## src/shared/fswp_pkg.sv

```systemverilog
// Constants, opcodes and carrier types of the flash status write-protect block
package fswp_pkg;

   // Register port map (word index on the plain port)
   localparam logic [3:0]  ADDR_STATUS           = 4'h0;
   localparam logic [3:0]  ADDR_FUNC             = 4'h1;
   localparam logic [3:0]  ADDR_CFG              = 4'h2;
   localparam logic [3:0]  ADDR_INFO             = 4'h3;

   // Status byte layout
   localparam int          WEL_BIT               = 1;
   localparam int          BLOCK_PROTECT_LSB     = 2;
   localparam int          QUAD_ENABLE_BIT       = 6;
   localparam int          STATUS_WR_DIS_BIT     = 7;
   localparam logic [7:0]  STATUS_WR_MASK        = 8'hfc;
   localparam logic [7:0]  STATUS_RST            = 8'h00;

   // Function and configuration layout
   localparam int          TOP_BOTTOM_SELECT_BIT = 1;
   localparam int          BIG_BLOCK_BIT         = 0;
   localparam logic        TBS_RST               = 1'b0;
   localparam logic        BIG_BLOCK_RST         = 1'b0;

   // Array geometry
   localparam int          BLK64_LSB             = 16;
   localparam int          BLK256_LSB            = 18;
   localparam logic [10:0] NBLK64                = 11'h400;
   localparam logic [10:0] NBLK256               = 11'h100;

   // Command opcodes
   localparam logic [7:0]  VOL_STATUS_ENABLE_CMD        = 8'h50;
   localparam logic [7:0]  STATUS_WRITE_CMD             = 8'h01;
   localparam logic [7:0]  WRITE_LATCH_SET_CMD          = 8'h06;
   localparam logic [7:0]  WHOLE_ARRAY_ERASE_CMD        = 8'hc7;
   localparam logic [7:0]  WHOLE_ARRAY_ERASE_ALT_CMD    = 8'h60;
   localparam logic [7:0]  VOLATILE_READ_PARAM_SET_CMD  = 8'hc0;
   localparam logic [7:0]  VOLATILE_BANK_ADDR_WRITE_CMD = 8'h17;
   localparam logic [7:0]  FUNC_WRITE_CMD               = 8'h42;

   // Command from the decoder
   typedef struct packed {
      logic        valid;
      logic [7:0]  op;
      logic [31:0] addr;
      logic [7:0]  data;
   } fswp_cmd_t;

   // Request to the array engine
   typedef struct packed {
      logic        go;
      logic [7:0]  op;
      logic [31:0] addr;
   } fswp_arr_t;

endpackage

```

## src/hw/fswp_top.sv

```systemverilog
// Status register protection logic of a serial NOR flash
`timescale 1ns/1ps
// What this block does
// - Volatile status write needs the volatile status enable command just before it
// - Volatile read parameter and bank address writes need no write latch
// - Nonzero protect code blocks program and erase inside selected region
// - Whole array erase ignored unless all four protect bits are zero
// - Write disable bit clear: status writable whatever the protect pin
// - Write disable set, protect pin low and quad enable clear: status write ignored
// - Write disable set and protect pin high: status write allowed
// - Quad enable clear: protect and hold pins keep control functions
// - Quad enable set: those pins become data lines two and three
// - Small blocks: code n up to 10 protects 2^(n-1), top ends 1023
// - Small blocks: codes 11 to 15 protect 768, 896, 960, 992, 1024
// - Bottom selection: region starts at block 0, same block count
// - Large blocks: codes 1 to 8 protect 1 to 128, top ends 255
// - Large blocks: codes 9 to 15 protect all 256 blocks
// - Top/bottom select resets to top and once set never clears
module fswp_top (
   input  wire logic              clk_sys,      // System clock, 40 MHz
   input  wire logic              nrst,         // Async reset, active low
   input  wire logic [3:0]        regAddr,      // Register index
   input  wire logic [31:0]       regWdata,     // Register write data
   input  wire logic              regWr,        // Register write strobe
   input  wire logic              regRd,        // Register read strobe
   output logic      [31:0]       regRdata,     // Read data, cycle after strobe
   input  wire fswp_pkg::fswp_cmd_t cmdIn,      // Decoded command
   output fswp_pkg::fswp_arr_t    arrReq,       // Array operation request
   output logic                   cmdRejected,  // Command refused, pulse
   output logic                   paramGo,      // Volatile parameter write, pulse
   input  wire logic              wpPin,        // Protect pin / data line 2 input
   input  wire logic              holdPin,      // Hold pin / data line 3 input
   output logic                   wpLevel,      // Protect function level
   output logic                   holdLevelN,   // Hold function level, low holds
   input  wire logic              engLine2Out,  // Engine data for line 2
   input  wire logic              engLine2Oe,   // Engine drive request line 2
   input  wire logic              engLine3Out,  // Engine data for line 3
   input  wire logic              engLine3Oe,   // Engine drive request line 3
   output logic                   dataLine2Out, // Data line 2 output
   output logic                   dataLine2Oe,  // Data line 2 output enable
   output logic                   dataLine3Out, // Data line 3 output
   output logic                   dataLine3Oe   // Data line 3 output enable
);
   import fswp_pkg::*;

   typedef struct packed {
      logic [2:0]  wpSync;
      logic        wpStable;
      logic [2:0]  holdSync;
      logic        holdStable;
      logic [7:0]  statusNv;
      logic [7:0]  statusVol;
      logic        wel;
      logic        volArm;
      logic        topBottomSelect;
      logic        bigBlocks;
      logic [31:0] rdData;
      fswp_arr_t   arr;
      logic        rejected;
      logic        paramGo;
      logic        wpFunc;
      logic        holdFuncN;
      logic        line2Out;
      logic        line2Oe;
      logic        line3Out;
      logic        line3Oe;
      logic [9:0]  lastBlk;
      logic [7:0]  rejCount;
   } fswp_state_t;

   fswp_state_t st_reg;
   fswp_state_t st_next;

   // Protected block count for a code in the selected organisation
   function automatic logic [10:0] protCount(input logic [3:0] code, input logic big);
      logic [10:0] cnt;
      cnt = 11'h000;
      if (code == 4'h0) begin
         cnt = 11'h000;
      end else if (big) begin
         if (code >= 4'h9) begin
            cnt = NBLK256;
         end else begin
            cnt = 11'h001 << (code - 4'h1);
         end
      end else begin
         unique case (code)
            4'hb:    cnt = 11'h300;
            4'hc:    cnt = 11'h380;
            4'hd:    cnt = 11'h3c0;
            4'he:    cnt = 11'h3e0;
            4'hf:    cnt = NBLK64;
            default: cnt = 11'h001 << (code - 4'h1);
         endcase
      end
      return cnt;
   endfunction

   logic [3:0]  bpCode;
   logic        quadOn;
   logic        srLocked;
   logic [10:0] blkIdx;
   logic [10:0] blkTotal;
   logic [10:0] blkCount;
   logic        protHit;
   logic        isProgErase;
   logic        isChipErase;

   assign bpCode   = st_reg.statusVol[BLOCK_PROTECT_LSB +: 4];
   assign quadOn   = st_reg.statusVol[QUAD_ENABLE_BIT];
   // Lock only while the pin is a protect input
   assign srLocked = st_reg.statusVol[STATUS_WR_DIS_BIT] & ~st_reg.wpStable & ~quadOn;
   assign blkIdx   = st_reg.bigBlocks ? {3'h0, cmdIn.addr[BLK256_LSB +: 8]}
                                      : {1'b0, cmdIn.addr[BLK64_LSB +: 10]};
   assign blkTotal = st_reg.bigBlocks ? NBLK256 : NBLK64;
   assign blkCount = protCount(bpCode, st_reg.bigBlocks);
   assign protHit  = st_reg.topBottomSelect ? (blkIdx < blkCount)
                                            : (blkIdx >= blkTotal - blkCount);
   assign isChipErase = (cmdIn.op == WHOLE_ARRAY_ERASE_CMD) ||
                        (cmdIn.op == WHOLE_ARRAY_ERASE_ALT_CMD);

   always_comb begin
      unique case (cmdIn.op)
         8'h02, 8'h12, 8'h32, 8'h38, 8'h34, 8'h3e,
         8'hd7, 8'h20, 8'h21, 8'h52, 8'h5c, 8'hd8, 8'hdc: isProgErase = 1'b1;
         default:                                         isProgErase = 1'b0;
      endcase
   end

   always_comb begin
      st_next = st_reg;
      st_next.arr.go   = 1'b0;
      st_next.rejected = 1'b0;
      st_next.paramGo  = 1'b0;
      st_next.rdData   = 32'h0000_0000;

      // Pin synchronisers; a change counts once stages two and three agree
      st_next.wpSync   = {st_reg.wpSync[1:0], wpPin};
      st_next.holdSync = {st_reg.holdSync[1:0], holdPin};
      if (st_reg.wpSync[1] == st_reg.wpSync[2]) begin
         st_next.wpStable = st_reg.wpSync[2];
      end
      if (st_reg.holdSync[1] == st_reg.holdSync[2]) begin
         st_next.holdStable = st_reg.holdSync[2];
      end

      // Pin function selection
      if (quadOn) begin
         st_next.wpFunc    = 1'b1;
         st_next.holdFuncN = 1'b1;
         st_next.line2Out  = engLine2Out;
         st_next.line2Oe   = engLine2Oe;
         st_next.line3Out  = engLine3Out;
         st_next.line3Oe   = engLine3Oe;
      end else begin
         st_next.wpFunc    = st_reg.wpStable;
         st_next.holdFuncN = st_reg.holdStable;
         st_next.line2Out  = 1'b0;
         st_next.line2Oe   = 1'b0;
         st_next.line3Out  = 1'b0;
         st_next.line3Oe   = 1'b0;
      end

      // Command handling
      if (cmdIn.valid) begin
         st_next.volArm = (cmdIn.op == VOL_STATUS_ENABLE_CMD);
         if (cmdIn.op == WRITE_LATCH_SET_CMD) begin
            st_next.wel = 1'b1;
         end else if (cmdIn.op == STATUS_WRITE_CMD) begin
            if (srLocked) begin
               st_next.rejected = 1'b1;
            end else if (st_reg.volArm) begin
               st_next.statusVol = cmdIn.data & STATUS_WR_MASK;
            end else if (st_reg.wel) begin
               st_next.statusNv  = cmdIn.data & STATUS_WR_MASK;
               st_next.statusVol = cmdIn.data & STATUS_WR_MASK;
               st_next.wel       = 1'b0;
            end else begin
               st_next.rejected = 1'b1;
            end
         end else if ((cmdIn.op == VOLATILE_READ_PARAM_SET_CMD) ||
                      (cmdIn.op == VOLATILE_BANK_ADDR_WRITE_CMD)) begin
            st_next.paramGo = 1'b1;
         end else if (cmdIn.op == FUNC_WRITE_CMD) begin
            if (st_reg.wel) begin
               st_next.topBottomSelect = st_reg.topBottomSelect |
                                         cmdIn.data[TOP_BOTTOM_SELECT_BIT];
               st_next.wel = 1'b0;
            end else begin
               st_next.rejected = 1'b1;
            end
         end else if (isChipErase) begin
            if (st_reg.wel && (bpCode == 4'h0)) begin
               st_next.arr.go   = 1'b1;
               st_next.arr.op   = cmdIn.op;
               st_next.arr.addr = cmdIn.addr;
               st_next.wel      = 1'b0;
            end else begin
               st_next.rejected = 1'b1;
            end
         end else if (isProgErase) begin
            st_next.lastBlk = blkIdx[9:0];
            if (st_reg.wel && !protHit) begin
               st_next.arr.go   = 1'b1;
               st_next.arr.op   = cmdIn.op;
               st_next.arr.addr = cmdIn.addr;
               st_next.wel      = 1'b0;
            end else begin
               st_next.rejected = 1'b1;
            end
         end
      end
      if (st_next.rejected) begin
         st_next.rejCount = st_reg.rejCount + 8'h01;
      end

      // Register port
      if (regWr) begin
         unique case (regAddr)
            ADDR_FUNC: st_next.topBottomSelect = st_next.topBottomSelect |
                                                 regWdata[TOP_BOTTOM_SELECT_BIT];
            ADDR_CFG:  st_next.bigBlocks = regWdata[BIG_BLOCK_BIT];
            default:   st_next.bigBlocks = st_next.bigBlocks;
         endcase
      end
      if (regRd) begin
         unique case (regAddr)
            ADDR_STATUS: st_next.rdData = {24'h000000, st_reg.statusVol[7:2], st_reg.wel, 1'b0};
            ADDR_FUNC:   st_next.rdData = {30'h0, st_reg.topBottomSelect, 1'b0};
            ADDR_CFG:    st_next.rdData = {31'h0, st_reg.bigBlocks};
            ADDR_INFO:   st_next.rdData = {14'h0, st_reg.rejCount, st_reg.lastBlk};
            default:     st_next.rdData = 32'h0000_0000;
         endcase
      end
   end

   always_ff @(posedge clk_sys or negedge nrst) begin
      if (!nrst) begin
         st_reg                 <= '0;
         st_reg.statusNv        <= STATUS_RST;
         st_reg.statusVol       <= STATUS_RST;
         st_reg.topBottomSelect <= TBS_RST;
         st_reg.bigBlocks       <= BIG_BLOCK_RST;
         st_reg.wpFunc          <= 1'b1;
         st_reg.holdFuncN       <= 1'b1;
         // Hold pin idles high; no false hold after reset
         st_reg.holdSync        <= 3'h7;
         st_reg.holdStable      <= 1'b1;
      end else begin
         st_reg <= st_next;
      end
   end

   assign regRdata     = st_reg.rdData;
   assign arrReq       = st_reg.arr;
   assign cmdRejected  = st_reg.rejected;
   assign paramGo      = st_reg.paramGo;
   assign wpLevel      = st_reg.wpFunc;
   assign holdLevelN   = st_reg.holdFuncN;
   assign dataLine2Out = st_reg.line2Out;
   assign dataLine2Oe  = st_reg.line2Oe;
   assign dataLine3Out = st_reg.line3Out;
   assign dataLine3Oe  = st_reg.line3Oe;

   logic [7:0] statusVolQ;
   assign statusVolQ = st_reg.statusVol;
endmodule

```

## config.mk

```make
export PLATFORM = sky130hd
export DESIGN_NAME = fswp_top
export DESIGN_NICKNAME = d
export VERILOG_FILES = /design/src/shared/fswp_pkg.sv /design/src/hw/fswp_top.sv
export SDC_FILE = /design/constraint.sdc
export NUM_CORES = 1
export LEC_CHECK = 0
export ABC_AREA = 0
export BUFFER_PORTS_ARGS = -buffer_cell sky130_fd_sc_hd__buf_2
export CAP_MARGIN = 20
export CORE_UTILIZATION = 40
export DETAILED_ROUTE_END_ITERATION = 6
export PLACE_DENSITY_LB_ADDON = 0.05
export SYNTH_ARGS = -nofsm -noshare
export SYNTH_HDL_FRONTEND = slang
export SYNTH_SLANG_ARGS = --single-unit
```

## constraint.sdc

```tcl
create_clock -name clk_sys -period 5.7 [get_ports clk_sys]
set_input_delay 0.285 -clock clk_sys [delete_from_list [all_inputs] [get_ports clk_sys]]
set_output_delay 0.285 -clock clk_sys [all_outputs]
set_load 0.02 [all_outputs]
```

==> impl_metrics.json, run 1 <==
{
  "outcome": "complete, but fails checks",
  "violations": "DRC",
  "worstSetupPathType": "reg2reg",
  "endpoint_kind": "flip-flop",
  "path_common_cell": "a21oi_1",
  "largest_register_ffs": 41,
  "initial_core_util": 0.415,
  "path_cells": "nand2b_1 > nor3_1 > inv_1 > ha_1 > nor2_1 > nor2_1 > o21ai_0 > nand2_1 > o211ai_1 > ha_1 > a21oi_1 > o21ai_0 > a21oi_1 > o22ai_1 > a21oi_1 > o21a_2 > buf_4 > mux2_4",
  "finalHoldViolCount": 0,
  "drtIter0Drc": 176,
  "grt_pass1_wl_um": 22400,
  "min-delay-start": "holdPin",
  "seq_area_um2": 2580,
  "cts_max_level": 3,
  "grt_setup_unrepaired": "false",
  "worst-r2r-setup-slack_ns": 1.30,
  "gr-total-overflow": 0,
  "mostFrequentLayoutCells": "buf_2, dfrtp_1, nand2_1",
  "layout_commonest_cell": "buf_2",
  "r2r_start": "statusVolQ[3]",
  "synthCells": 614,
  "cts_tree": "done",
  "ir_worst_vdd_uv": 169,
  "finalSetupViolCount": 0,
  "powerDensity_nw_per_um2": 361,
  "synth_area_per_cell_um2": 9.93,
  "ys_seq_area_frac": 0.424,
  "cts_sinks": 103,
  "grt_pass1_vias": 4421,
  "stdcell_count": 860,
  "fin_skew_ns": 0.00811,
  "hold_end": "st_next[121]",
  "slowest_delay_ns": 0.60,
  "grt_max_degree": 75,
  "crit_family": "compound AO/OA/AOI/OAI gates",
  "async_flop_share": 1.00,
  "startpoint_type": "flip-flop",
  "viasPerCell": 5.02,
  "r2r_end": "arrReq[35]",
  "antenna_found_initial": 0,
  "place_inst": 844,
  "core_area_um2": 14700,
  "holdPathStages": 1,
  "clock-root-buffer": "clkbuf_16",
  "finalCritPeriodShare": 0.771,
  "syn2layout_area_growth_pct": 9.34,
  "layout_setup_ws_ns": 1.30,
  "diodes": 0,
  "slew_viol_final": 0,
  "clk_latency_ns": 0.35,
  "die_w_um": 125,
  "multi_input_area_um2": 2650,
  "place_ws_ns": 1.29,
  "worstPathRequired_ns": 5.93,
  "ys_types": 71,
  "hpwl_um": 9940,
  "maxSlewHeadroom": 0.372,
  "crit_buf_inv": 2,
  "drcViolationCount": 14,
  "syn_area_um2": 6100,
  "fin_crit_ns": 4.40,
  "clock_path_buffers": 2,
  "tns_ns": 0,
  "ys_ff_latch": 103,
  "synth-edff-count": 0,
  "vias": 4314,
  "drive_gt1_frac": 0.283,
  "place_congestion": 0.829,
  "die_area_um2": 15700,
  "die_y_um": 125,
  "leakagePower_nw": 3.31,
  "rows": 44,
  "crit_path_max_fanout": 19,
  "reg2regPathDepth": 18,
  "crit_start": "statusVolQ[3]",
  "cts_made_buffers": 9,
  "drt_wl_total_um": 13500,
  "io_pins": 176,
  "routedWlPerCell_um": 15.7,
  "fillers": 1416,
  "synthFlopType": "dfrtp_1",
  "synth_warnings": 0,
  "io_buffer_count": 130,
  "maxCapViolCount": 0,
  "hp-class": "in2reg",
  "power.total_mw": 2.41,
  "first_pass_iters": 7,
  "post_cts_buffers": 0,
  "ant_nets": 0,
  "arrival_ns": 4.63,
  "max_freq_mhz": 228,
  "worst_slew_pin_slew_ns": 0.942,
  "clk_pin_slew_ns": 0.07,
  "final_nets": 789,
  "crit_slowest_cell": "dfrtp_1",
  "grt_usage": 0.182
}
## cells in the mapped netlist, types with 2 or more instances
library cell  instances  share of area
nand2b_1              7         0.0072
nand4_1               2         0.0021
a211oi_1              2         0.0025
and3_1                7         0.0072
buf_2                 9         0.0074
o211ai_1              8         0.0098
buf_4                74          0.091
or2_2                 2         0.0021
nor2b_1               8         0.0082
nor4b_1               5         0.0072
a22oi_1               6         0.0074
and2_1               23          0.024
maj3_1                2         0.0033
nor3_1                6         0.0049
buf_6                 6          0.011
nand4b_1              2         0.0029
mux2_4                2         0.0049
nand3b_1              5         0.0062
nor3b_1               2         0.0025
clkbuf_1             12         0.0074
xor2_1                2         0.0029
a211o_1               3         0.0043
ha_1                 22          0.045
nor2_1               32          0.020
o2111ai_1             3         0.0043
mux2i_1              39          0.064
or3_1                 4         0.0041
nand2_1              59          0.036
o22ai_1               5         0.0051
xnor2_1               9          0.013
nand3_1               9         0.0074
dfstp_2               6          0.026
o21ai_0              13          0.011
dfrtp_1              97           0.40
inv_1                48          0.030
mux2_2               24          0.044
a31oi_1               2         0.0021
a21oi_1              13          0.011
nor4bb_1              2         0.0033
## cells by family after synthesis
family,after synthesis,share of synthesized area
compound gates,73,0.0841
flops,103,0.424
mux,66,0.115
fa+ha+maj,24,0.0484
other cells,1,0.000615
buf+inv,151,0.150
xor+xnor,12,0.0197
simple gates,184,0.159
## cell type report
| type | instances | area share |
|---|---|---|
| Tap cell | 184 | 0.0345 |
| Clock inverter | 4 | 0.0120 |
| Multi-Input combinational cell | 373 | 0.398 |
| Timing Repair Buffer | 137 | 0.106 |
| Inverter | 48 | 0.0270 |
| Clock buffer | 11 | 0.0349 |
| Sequential cell | 103 | 0.388 |
## report_power, final
group          internal (mW)  switching, mW  total [mW]
combinational          0.296          0.454       0.750
clock                  0.387          0.271       0.658
sequential             0.903         0.0991        1.00
## routing by layer
| layer | share of wire | wire [µm] | GRT usage | up-vias |
|---|---|---|---|---|
| met5 | 0 | 0 | 0 | - |
| met4 | 0.017 | 228 | 0.0545 | 0 |
| met3 | 0.047 | 637 | 0.0484 | 14 |
| met2 | 0.48 | 6460 | 0.300 | 117 |
| met1 | 0.46 | 6160 | 0.235 | 2076 |
| li1 | - | - | - | 2107 |
## stage by stage
step	hold slack (ns)	cell area (µm²)	util
after CTS	0.00841	6670	0.454
after floorplan	-0.0106	6150	-
after detailed placement	0.237	6340	0.432
final	0.0275	6670	0.454
after global routing	0.000656	6670	0.454
after global placement	0.232	6340	0.432
## worst max-delay path by stage
stage | end | slack (ns) | depth (start not counted)
after global routing | arrReq[35] | 0.80 | 18
final | arrReq[35] | 1.30 | 18
after global placement | arrReq[35] | 1.30 | 18
after floorplan | arrReq[35] | 2.18 | 22
after CTS | arrReq[35] | 1.27 | 18
after detailed placement | arrReq[35] | 1.29 | 18
## what timing repair did
action,4_1_cts,5_1_grt
hold buffers,1,0
endpoints found under the hold margin,29,0
resized for setup,0,0
No activity file was read; power rests on OpenSTA's default activity.
==> inputs of run 2 (changes only) <==
clock period = 3.7 ns   (was 5.7 ns; I/O delays follow)
==> run 2 against run 1 <==
Against the previous run: the flow still finishes with violations (DRC); sequential share of layout area shrank 1.1 points; hold slack gained 0.018 ns; die area is the same; largest power group unchanged; global-route usage shrank 0.39 points; first-iteration DRC count grew 11%; clock skew is essentially flat; non-clock buffer count grew 17; critical path type unchanged; maximum frequency grew 25%; critical endpoint is now arrReq[33]; worst setup slack lost 1.1 ns.
==> impl_metrics.json, run 2 (synthesis results as in run 1) <==
{
  "outcome": "complete, but fails checks",
  "violations": "DRC",
  "multi_input_area_um2": 2670,
  "drive_gt1_frac": 0.304,
  "die_y_um": 125,
  "crit_path_max_fanout": 12,
  "cts_sinks": 103,
  "syn2layout_area_growth_pct": 12.5,
  "grt_usage": 0.179,
  "max_freq_mhz": 284,
  "grt_pass1_wl_um": 22000,
  "place_area_um2": 6440,
  "mostFrequentLayoutCells": "buf_2, dfrtp_1, nand2_1",
  "tns_ns": 0,
  "cts_tree": "done",
  "die_w_um": 125,
  "worst_slew_pin_slew_ns": 0.890,
  "clock-root-buffer": "clkbuf_16",
  "finalCritPeriodShare": 0.951,
  "fillers": 1431,
  "fin_skew_ns": 0.00837,
  "endpoint_kind": "flip-flop",
  "largest_register_ffs": 41,
  "leakagePower_nw": 3.41,
  "cts_max_level": 3,
  "ant_nets": 0,
  "maxCapViolCount": 0,
  "clk_latency_ns": 0.35,
  "slew_viol_final": 0,
  "initial_core_util": 0.415,
  "hpwl_um": 10100,
  "holdWs_ns": 0.0450,
  "grt_max_degree": 70,
  "vias": 4371,
  "place_inst": 854,
  "diodes": 0,
  "finalHoldViolCount": 0,
  "powerDensity_nw_per_um2": 537,
  "drtIter0Drc": 196,
  "drcViolationCount": 14,
  "startpoint_type": "flip-flop",
  "die_area_um2": 15700,
  "ir_worst_vdd_uv": 268,
  "stdcell_count": 878,
  "maxSlewHeadroom": 0.407,
  "layout_commonest_cell": "buf_2",
  "grt_pass1_vias": 4367,
  "worstSetupPathType": "reg2reg",
  "routedWlPerCell_um": 15.5,
  "design_area_um2": 6860,
  "place_congestion": 0.832,
  "gr-total-overflow": 0,
  "arrival_ns": 3.76,
  "rows": 44,
  "seq_area_um2": 2580,
  "io_buffer_count": 130,
  "clock_path_buffers": 2,
  "io_pins": 176,
  "fin_crit_ns": 3.52,
  "first_pass_iters": 7,
  "finalSetupViolCount": 0,
  "cts_made_buffers": 9,
  "worstPathRequired_ns": 3.94,
  "drt_wl_total_um": 13600,
  "fin_util": 0.467,
  "clk_pin_slew_ns": 0.07,
  "viasPerCell": 4.98,
  "antenna_found_initial": 0,
  "core_area_um2": 14700,
  "final_nets": 806,
  "hp-class": "in2reg"
}
run 2: where the power goes:
part | leakage, nW | total [mW] | switching (mW) | internal, mW
combinational | 2.01 | 1.18 | 0.709 | 0.468
sequential | 1.25 | 1.54 | 0.148 | 1.39
clock | 0.141 | 0.964 | 0.416 | 0.548
run 2: layer usage:
metal  part of all wire  vias to the layer above  GRT usage
li1                   -                     2132          -
met1               0.46                     2108      0.227
met2               0.48                      116      0.300
met3              0.049                       15     0.0449
met4              0.012                        0     0.0509
met5                  0                        -          0
run 2: path summary, 6_finish.rpt:
path	from	end	slack (ns)	cells past startpoint
setup / recovery	statusVolQ[2]	arrReq[33]	0.18	15
hold / removal	engLine3Out	dataLine3Out	0.04	2
setup reg to reg	statusVolQ[2]	arrReq[33]	0.18	15
hold reg to reg	st_next[125]	st_next[126]	0.35	0
max in group asynchronous	nrst	st_reg[16]	2.36	3
min in group asynchronous	nrst	arrReq[5]	0.50	2
run 2: what timing repair did:
action / CTS / global route
setup buffers: 0 / 4
hold buffers: 3 / 0
gates resized for setup: 0 / 7
hold endpoints to repair: 52 / 0
setup endpoints to repair: 0 / 44
run 2: worst max-delay path, stage by stage (launching register included):
cell      delay, ns
dfrtp_1        0.44
buf_4          0.17
buf_4          0.17
nor2_1         0.14
nor2_1         0.06
o211ai_1       0.27
ha_1           0.33
xor2_1         0.19
ha_1           0.30
a21o_1         0.19
a21oi_1        0.14
o22ai_1        0.12
a21oi_2        0.21
o21a_4         0.24
buf_4          0.13
mux2_2         0.31
run 2: metrics by stage:
step,power (mW),worst slack [ns]
2_1_floorplan,2.60,0.180
6_report,3.68,0.181
5_1_grt,3.93,-0.0768
3_3_place_gp,2.71,0.182
3_5_place_dp,2.74,0.124
4_1_cts,3.73,0.0963
run 2: layout make-up:
cell class	instances	area share
Tap cell	184	0.0336
Clock buffer	12	0.0359
Inverter	48	0.0263
Clock inverter	4	0.00821
Timing Repair Buffer	154	0.129
Multi-Input combinational cell	373	0.390
Sequential cell	103	0.377
